File: config.mk
export PLATFORM = sky130hd
export DESIGN_NAME = evir_top
export DESIGN_NICKNAME = d
export VERILOG_FILES = /design/src/evir_pkg.sv /design/src/evir_line_sel.sv /design/src/evir_top.sv
export SDC_FILE = /design/constraint.sdc
export NUM_CORES = 1
export LEC_CHECK = 0
export BUFFER_PORTS_ARGS = -buffer_cell sky130_fd_sc_hd__clkbuf_2
export CAP_MARGIN = 30
export CORE_AREA = 2 2 253 130
export DETAILED_ROUTE_END_ITERATION = 8
export DIE_AREA = 0 0 255 132
export PLACE_DENSITY = 0.64
export SLEW_MARGIN = 20
export SYNTH_ARGS = -nofsm -noshare
export SYNTH_HDL_FRONTEND = slang
export SYNTH_SLANG_ARGS = --single-unit
File: constraint.sdc
create_clock -name clk -period 8.8 [get_ports clk]
set_input_delay 0 -clock clk [delete_from_list [all_inputs] [get_ports clk]]
set_output_delay 0 -clock clk [all_outputs]
set_load 0.02 [all_outputs]
File: src/evir_pkg.sv
// Package of addresses, field layouts, reset values and event numbering for event routing.
package evir_pkg;

    // ****************************************
    // Register addresses and bus widths
    // ****************************************
    localparam int ADDR_W = 32;
    localparam int DATA_W = 32;
    localparam logic [31:0] SEL_HIGH_ADDR = 32'h019c0000;
    localparam logic [31:0] SEL_LOW_ADDR = 32'h019c0004;
    localparam logic [31:0] CAP_LOW_ADDR = 32'h019c0008;
    localparam logic [31:0] CAP_HIGH_ADDR = 32'h019c000c;

    // ****************************************
    // Selector field layout and reset values
    // ****************************************
    localparam int SEL_W = 5;
    localparam int FIELDS_PER_REG = 6;
    localparam int FLD0_LSB = 0;
    localparam int FLD1_LSB = 5;
    localparam int FLD2_LSB = 10;
    localparam int FLD3_LSB = 16;
    localparam int FLD4_LSB = 21;
    localparam int FLD5_LSB = 26;
    localparam logic [31:0] SEL_FIELD_MASK = 32'h7fff7fff;
    localparam logic [31:0] SEL_LOW_RST = {1'b0, 5'h09, 5'h08, 5'h07, 1'b0, 5'h06, 5'h05,
        5'h04};
    localparam logic [31:0] SEL_HIGH_RST = {1'b0, 5'h02, 5'h01, 5'h00, 1'b0, 5'h0b, 5'h0a,
        5'h03};

    // ****************************************
    // Interrupt lines and source numbering
    // ****************************************
    localparam int NUM_LINES = 16;
    localparam int FIRST_MASKABLE = 4;
    localparam int NUM_SRC = 32;
    localparam int SRC_HOST = 0;
    localparam int SRC_TIMER0 = 1;
    localparam int SRC_TIMER1 = 2;
    localparam int SRC_WIDE_REFRESH = 3;
    localparam int SRC_PIN4 = 4;
    localparam int SRC_DMA_DONE = 8;
    localparam int SRC_EMU_DTDMA = 9;
    localparam int SRC_EMU_RTDX_RX = 10;
    localparam int SRC_EMU_RTDX_TX = 11;
    localparam int SRC_SP0_TX = 12;
    localparam int SRC_SP1_TX = 14;
    localparam int SRC_PIN0 = 16;
    localparam int SRC_SP2_TX = 17;
    localparam int SRC_TIMER2 = 19;
    localparam int SRC_NARROW_REFRESH = 20;
    localparam int SRC_CELL = 23;
    localparam int SRC_CONV_DEC = 30;
    localparam int SRC_ITER_DEC = 31;

    // ****************************************
    // DMA channel numbering
    // ****************************************
    localparam int NUM_CH = 64;
    localparam int CH_HOST = 0;
    localparam int CH_TIMER0 = 1;
    localparam int CH_TIMER1 = 2;
    localparam int CH_WIDE_REFRESH = 3;
    localparam int CH_PIN4 = 4;
    localparam int CH_PIN0 = 8;
    localparam int CH_SP_FIRST = 12;
    localparam int CH_SP2_TX = 17;
    localparam int CH_SP2_RX = 18;
    localparam int CH_TIMER2 = 19;
    localparam int CH_NARROW_REFRESH = 20;
    localparam int CH_RESERVED = 21;
    localparam int CH_CONV_RX = 28;
    localparam int CH_CONV_TX = 29;
    localparam int CH_ITER_RX = 30;
    localparam int CH_ITER_TX = 31;
    localparam int CH_CELL_RX = 32;
    localparam int CH_CELL_TX = 40;
    localparam int CH_PIN8 = 48;

endpackage : evir_pkg

File: src/evir_line_sel.sv
// One maskable interrupt line: a 5-bit selector picks one of the event sources.
`timescale 1ns/10ps
module evir_line_sel
    import evir_pkg::*;
#(
    parameter int SRC_N = NUM_SRC
) (
    // Clock and reset
    input wire logic clk,
    input wire logic rst_sync_b,
    // Selection
    input wire logic [SEL_W-1:0] sel,
    input wire logic [SRC_N-1:0] src,
    // Line to the core
    output logic line_out
);

    always_ff @(posedge clk or negedge rst_sync_b) begin
        if (!rst_sync_b) begin
            line_out <= 1'b0;
        end else begin
            line_out <= src[sel];
        end
    end

endmodule : evir_line_sel

File: src/evir_top.sv
// Event router: fixed DMA channel events and selectable CPU interrupt lines.
`timescale 1ns/10ps
module evir_top
    import evir_pkg::*;
#(
    parameter bit HAS_CELL_PORT = 1'b1,
    parameter bit HAS_DECODERS = 1'b1
) (
    // Clock and reset
    input wire logic clk,
    input wire logic rst_b,
    // Wishbone slave
    input wire logic wb_cyc_i,
    input wire logic wb_stb_i,
    input wire logic wb_we_i,
    input wire logic [ADDR_W-1:0] wb_adr_i,
    input wire logic [3:0] wb_sel_i,
    input wire logic [DATA_W-1:0] wb_dat_i,
    output logic [DATA_W-1:0] wb_dat_o,
    output logic wb_ack_o,
    // Peripheral events
    input wire logic host_port_event,
    input wire logic timer_zero_event,
    input wire logic timer_one_event,
    input wire logic timer_two_event,
    input wire logic wide_port_refresh_event,
    input wire logic narrow_port_refresh_event,
    input wire logic [15:0] pin_event,
    input wire logic [2:0] serial_port_tx_event,
    input wire logic [2:0] serial_port_rx_event,
    input wire logic conv_decoder_rx_event,
    input wire logic conv_decoder_tx_event,
    input wire logic iter_decoder_rx_event,
    input wire logic iter_decoder_tx_event,
    input wire logic cell_rx_event,
    input wire logic cell_tx_event,
    // Interrupt-only sources
    input wire logic cpu_reset_event,
    input wire logic nmi_event,
    input wire logic dma_done_int,
    input wire logic emu_dtdma_int,
    input wire logic emu_rtdx_rx_int,
    input wire logic emu_rtdx_tx_int,
    input wire logic cell_int,
    input wire logic conv_decoder_int,
    input wire logic iter_decoder_int,
    // Completion events from the DMA controller
    input wire logic [NUM_CH-1:0] transfer_done_event,
    input wire logic [NUM_CH-1:0] alt_transfer_done_event,
    // Outputs
    output logic [NUM_CH-1:0] dma_sync_event,
    output logic [NUM_LINES-1:0] cpu_int
);

    // ****************************************
    // Reset release
    // ****************************************
    logic [1:0] rsync_reg;
    logic rst_sync_b;

    always_ff @(posedge clk or negedge rst_b) begin
        if (!rst_b) begin
            rsync_reg <= 2'b00;
        end else begin
            rsync_reg <= {rsync_reg[0], 1'b1};
        end
    end
    assign rst_sync_b = rsync_reg[1];

    // ****************************************
    // Helpers
    // ****************************************
    function automatic logic [31:0] lane_mask(input logic [3:0] sel);
        lane_mask = {{8{sel[3]}}, {8{sel[2]}}, {8{sel[1]}}, {8{sel[0]}}};
    endfunction : lane_mask

    function automatic int field_lsb(input int slot);
        case (slot)
            0: field_lsb = FLD0_LSB;
            1: field_lsb = FLD1_LSB;
            2: field_lsb = FLD2_LSB;
            3: field_lsb = FLD3_LSB;
            4: field_lsb = FLD4_LSB;
            default: field_lsb = FLD5_LSB;
        endcase
    endfunction : field_lsb

    // ****************************************
    // Register decode
    // ****************************************
    logic ack_reg;
    logic [31:0] dat_reg;
    logic [31:0] sel_high_reg;
    logic [31:0] sel_low_reg;
    logic [NUM_CH-1:0] cap_reg;
    logic [NUM_CH-1:0] cap_next;
    wire bus_go = wb_cyc_i && wb_stb_i && !ack_reg;
    wire wr_go = bus_go && wb_we_i;
    wire [31:0] wr_mask = lane_mask(wb_sel_i);
    wire hit_sel_high = (wb_adr_i == SEL_HIGH_ADDR);
    wire hit_sel_low = (wb_adr_i == SEL_LOW_ADDR);
    wire hit_cap_low = (wb_adr_i == CAP_LOW_ADDR);
    wire hit_cap_high = (wb_adr_i == CAP_HIGH_ADDR);
    logic [31:0] rd_mux;

    always_comb begin
        if (hit_sel_high) begin
            rd_mux = sel_high_reg;
        end else if (hit_sel_low) begin
            rd_mux = sel_low_reg;
        end else if (hit_cap_low) begin
            rd_mux = cap_reg[31:0];
        end else if (hit_cap_high) begin
            rd_mux = cap_reg[63:32];
        end else begin
            rd_mux = 32'h00000000;
        end
    end

    wire [31:0] sel_high_wr = (sel_high_reg & ~wr_mask) | (wb_dat_i & wr_mask & SEL_FIELD_MASK);
    wire [31:0] sel_low_wr = (sel_low_reg & ~wr_mask) | (wb_dat_i & wr_mask & SEL_FIELD_MASK);
    wire [31:0] clr_low = (wr_go && hit_cap_low) ? (wb_dat_i & wr_mask) : 32'h00000000;
    wire [31:0] clr_high = (wr_go && hit_cap_high) ? (wb_dat_i & wr_mask) : 32'h00000000;

    always_ff @(posedge clk or negedge rst_sync_b) begin
        if (!rst_sync_b) begin
            ack_reg <= 1'b0;
            dat_reg <= 32'h00000000;
        end else begin
            ack_reg <= bus_go;
            if (bus_go) begin
                dat_reg <= rd_mux;
            end
        end
    end
    assign wb_ack_o = ack_reg;
    assign wb_dat_o = dat_reg;

    always_ff @(posedge clk or negedge rst_sync_b) begin
        if (!rst_sync_b) begin
            sel_high_reg <= SEL_HIGH_RST;
            sel_low_reg <= SEL_LOW_RST;
        end else if (wr_go && hit_sel_high) begin
            sel_high_reg <= sel_high_wr;
        end else if (wr_go && hit_sel_low) begin
            sel_low_reg <= sel_low_wr;
        end
    end

    // ****************************************
    // DMA channel events
    // ****************************************
    // Each channel has at most one hard-wired peripheral source; there is no remap table on purpose.
    logic [NUM_CH-1:0] periph_event;

    always_comb begin
        periph_event = '0;
        periph_event[CH_HOST] = host_port_event;
        periph_event[CH_TIMER0] = timer_zero_event;
        periph_event[CH_TIMER1] = timer_one_event;
        periph_event[CH_WIDE_REFRESH] = wide_port_refresh_event;
        periph_event[CH_PIN4 +: 4] = pin_event[7:4];
        periph_event[CH_PIN0 +: 4] = pin_event[3:0];
        periph_event[CH_SP_FIRST] = serial_port_tx_event[0];
        periph_event[CH_SP_FIRST + 1] = serial_port_rx_event[0];
        periph_event[CH_SP_FIRST + 2] = serial_port_tx_event[1];
        periph_event[CH_SP_FIRST + 3] = serial_port_rx_event[1];
        periph_event[CH_SP2_TX] = serial_port_tx_event[2];
        periph_event[CH_SP2_RX] = serial_port_rx_event[2];
        periph_event[CH_TIMER2] = timer_two_event;
        periph_event[CH_NARROW_REFRESH] = narrow_port_refresh_event;
        periph_event[CH_CONV_RX] = HAS_DECODERS && conv_decoder_rx_event;
        periph_event[CH_CONV_TX] = HAS_DECODERS && conv_decoder_tx_event;
        periph_event[CH_ITER_RX] = HAS_DECODERS && iter_decoder_rx_event;
        periph_event[CH_ITER_TX] = HAS_DECODERS && iter_decoder_tx_event;
        periph_event[CH_CELL_RX] = HAS_CELL_PORT && cell_rx_event;
        periph_event[CH_CELL_TX] = HAS_CELL_PORT && cell_tx_event;
        periph_event[CH_PIN8 +: 8] = pin_event[15:8];
    end

    wire [NUM_CH-1:0] chan_event = periph_event | transfer_done_event
        | alt_transfer_done_event;
    // A new event wins over a clear written in the same cycle.
    assign cap_next = (cap_reg & ~{clr_high, clr_low}) | chan_event;

    always_ff @(posedge clk or negedge rst_sync_b) begin
        if (!rst_sync_b) begin
            dma_sync_event <= '0;
            cap_reg <= '0;
        end else begin
            dma_sync_event <= chan_event;
            cap_reg <= cap_next;
        end
    end

    // ****************************************
    // CPU interrupt lines
    // ****************************************
    logic [NUM_SRC-1:0] int_src;

    always_comb begin
        int_src = '0;
        int_src[SRC_HOST] = host_port_event;
        int_src[SRC_TIMER0] = timer_zero_event;
        int_src[SRC_TIMER1] = timer_one_event;
        int_src[SRC_WIDE_REFRESH] = wide_port_refresh_event;
        int_src[SRC_PIN4 +: 4] = pin_event[7:4];
        int_src[SRC_DMA_DONE] = dma_done_int;
        int_src[SRC_EMU_DTDMA] = emu_dtdma_int;
        int_src[SRC_EMU_RTDX_RX] = emu_rtdx_rx_int;
        int_src[SRC_EMU_RTDX_TX] = emu_rtdx_tx_int;
        int_src[SRC_SP0_TX] = serial_port_tx_event[0];
        int_src[SRC_SP0_TX + 1] = serial_port_rx_event[0];
        int_src[SRC_SP1_TX] = serial_port_tx_event[1];
        int_src[SRC_SP1_TX + 1] = serial_port_rx_event[1];
        int_src[SRC_PIN0] = pin_event[0];
        int_src[SRC_SP2_TX] = serial_port_tx_event[2];
        int_src[SRC_SP2_TX + 1] = serial_port_rx_event[2];
        int_src[SRC_TIMER2] = timer_two_event;
        int_src[SRC_NARROW_REFRESH] = narrow_port_refresh_event;
        int_src[SRC_CELL] = HAS_CELL_PORT && cell_int;
        int_src[SRC_CONV_DEC] = HAS_DECODERS && conv_decoder_int;
        int_src[SRC_ITER_DEC] = HAS_DECODERS && iter_decoder_int;
    end

    // Lines 2 and 3 have no source and stay low.
    always_ff @(posedge clk or negedge rst_sync_b) begin
        if (!rst_sync_b) begin
            cpu_int[FIRST_MASKABLE-1:0] <= '0;
        end else begin
            cpu_int[FIRST_MASKABLE-1:0] <= {2'b00, nmi_event, cpu_reset_event};
        end
    end

    genvar gl;
    generate
        for (gl = FIRST_MASKABLE; gl < NUM_LINES; gl++) begin : g_line
            localparam int SLOT = (gl - FIRST_MASKABLE) % FIELDS_PER_REG;
            wire [31:0] src_reg = (gl < FIRST_MASKABLE + FIELDS_PER_REG) ? sel_low_reg
                : sel_high_reg;
            evir_line_sel #(
                .SRC_N(NUM_SRC)
            ) u_sel (
                .clk(clk),
                .rst_sync_b(rst_sync_b),
                .sel(src_reg[field_lsb(SLOT) +: SEL_W]),
                .src(int_src),
                .line_out(cpu_int[gl])
            );
        end
    endgenerate

    wire line4_pick = int_src[sel_low_reg[4:0]];
    wire line15_pick = int_src[sel_high_reg[30:26]];
endmodule : evir_top

==> metrics.yaml <==
grt_usage: 0.262
peakVddDrop_uv: 118
synth_cells: 1099
hold_violations: 0
first_iter_violations: 1295
placedInstanceArea_um2: 14400
grt_overflow_total: 0
wl_um: 44100
async_flop_share: 1.00
fin_tns_setup_ns: 0
rsz0062_at_grt: "false"
crit_type: "flop to flop"
clockBufferDepth: 3
cts-root-buf: "clkbuf_16"
cp_slowest_cell: "nor3_2"
setup_viol: 0
postRouteAntennaNets: 0
worstPathArrival_ns: 3.38
power_per_cell_area_nw_per_um2: 146
initial_core_util: 0.395
final_nets: 1826
first_pass_iters: 6
area_growth_pct: 37.4
portBuffers: 354
drv_slew: 0
worst_setup_path_start_kind: "flop"
p_total_mw: 2.49
cts.sinks: 241
drive_above_1_share: 0.362
grt_max_degree: 55
synth_area_um2: 12400
wl_per_cell_um: 21.7
cts_tree: "yes"
vias_per_cell: 5.57
clk_latency_ns: 0.55
clk_pin_slew_worst_paths_ns: 0.07
worstSetupEndpointType: "flop"
fin_crit_sh: 0.338
critPathMaxStageDelay_ns: 0.64
netlist_top_cells_area: "dfrtp_1 (45%), mux4_2 (13%), mux2_2 (5.1%)"
yosys.area.top_type: "dfrtp_1"
fin_area_um2: 17100
grt_pass1_wl_um: 68000
top_level_ports: 357
synth_top_area_share: 0.446
die_area_um2: 33700
p_leak_nw: 7.26
vias: 11300
grt_pass1_vias: 11900
cts_made_buffers: 24
fill_cells: 2639
synth_edf_count: 0
status: "finished, final reports clean"
avgSynthCellArea_um2: 11.3
min_period_ns: 2.98
cts_resized: 0
synth_most_common_cell: "dfrtp_1"
fmax_mhz: 336
dp_hpwl_um: 28600
path_cells: "nand3b_1 -> buf_4 -> inv_1 -> nand4_1 -> nor3_2 -> a31oi_1 -> dlygate4sd3_1"
die_w_um: 255
drc: 0
crit_fanout: 40
ys_seq_elements: 241
ys_types: 42
die_h_um: 132
fin_ws_ns: 5.82
synthFlopType: "dfrtp_1"
yosysSeqAreaShare: 0.488
place_ws_ns: 5.98
yosysWarningCount: 0
synth_common_cells: "dfrtp_1 (221), nor2_1 (129), nand2_1 (82)"
hold_path_class: "input pin to flop"
fin_skew_ns: 0.0323
cts_setup_buffers: 0
max_slew_margin: 0.411
coreArea_um2: 31400
max_cap_viol_count: 0
antenna_found_initial: 1
htreeDepth: 1
cp.required_ns: 9.20
gp_congestion: 0.843
tightest_slew_ns: 0.882
rows: 46
[final timing paths]
| check | startpoint | endpoint | slack [ns] | cells past startpoint |
|---|---|---|---|---|
| min reg2reg | rsync_reg[0] | rsync_reg[1] | 0.36 | 0 |
| max reg2reg | wb_ack_o | cap_reg[24] | 5.82 | 7 |
| min | wb_we_i | cap_reg[57] | 0.1 | 4 |
| max in group asynchronous | rsync_reg[1] | async pin | 6.51 | 2 |
| max | wb_ack_o | cap_reg[24] | 5.82 | 7 |
| min in group asynchronous | rst_b | rsync_reg[1] | 0.38 | 3 |
[per-stage QoR]
step                hold slack [ns]  std cells   util
finish                       0.0955       2032  0.544
global route                  0.101       2032  0.544
CTS                        0.000451       2028  0.542
detailed placement           -0.212       1803  0.460
global placement             -0.213       1800  0.459
floorplan                    -0.296       1100      -
[power breakdown]
group	internal (mW)	switching, mW	leakage, nW
clock	0.572	0.460	0.360
combinational	0.146	0.174	4.24
sequential	1.12	0.0104	2.66
[cell type report]
| type | count | area, um2 | area share |
|---|---|---|---|
| flip-flops and latches | 241 | 6060 | 0.355 |
| multi-input cells | 703 | 5730 | 0.336 |
| diodes | 1 | 2.50 | 0.000147 |
| clock inverters | 7 | 75.1 | 0.00440 |
| well taps | 432 | 541 | 0.0317 |
| repair buffers | 551 | 3730 | 0.219 |
| inverters | 61 | 229 | 0.0134 |
| clock buffers | 36 | 687 | 0.0403 |
[routing by layer]
layer	vias up	GRT usage	routed length, um
li1	4981	-	-
met1	5620	0.335	17200
met2	574	0.442	21600
met3	152	0.0500	3470
met4	0	0.0997	1870
met5	-	0	0
[kinds of logic (layout without fill, tap and decap cells)]
kind of cell / count (synthesis) / in the layout / share of synthesized area
compound gates: 166 / 166 / 0.0906
buf+inv: 156 / 655 / 0.0519
flops: 241 / 241 / 0.488
simple gates: 356 / 356 / 0.148
mux: 178 / 178 / 0.221
other cells: 2 / 4 / 0.000605
[critical path, delay by kind of cell, from the launching register on]
family / cells / cell delay (ns)
buffers and inverters: 3 / 1.31
and+or+nand+nor: 3 / 0.96
DFF: 1 / 0.39
AOI/OAI and AO/OA: 1 / 0.16
[cells in the final DEF, fill, tap and decap left out, types with 13 or more instances in the layout]
cell type        n
clkbuf_16       25
o21ai_0         40
nand2_1         82
nor2_1         129
clkbuf_2       354
or3_1           36
dfstp_2         20
nor4_1          21
nor3_1          13
dlygate4sd3_1  183
a31oi_1         40
a2bb2oi_1       34
dfrtp_1        220
nand4_1         18
mux4_2          70
mux2i_1         42
o31ai_1         30
mux2_2          56
inv_1           61
[what timing repair did]
item                                    in CTS  in global routing
hold endpoints to repair                   195                  2
hold buffers                               182                  1
endpoints found under the setup margin       0                  0
Note: power is estimated with default switching activity, not from simulation.
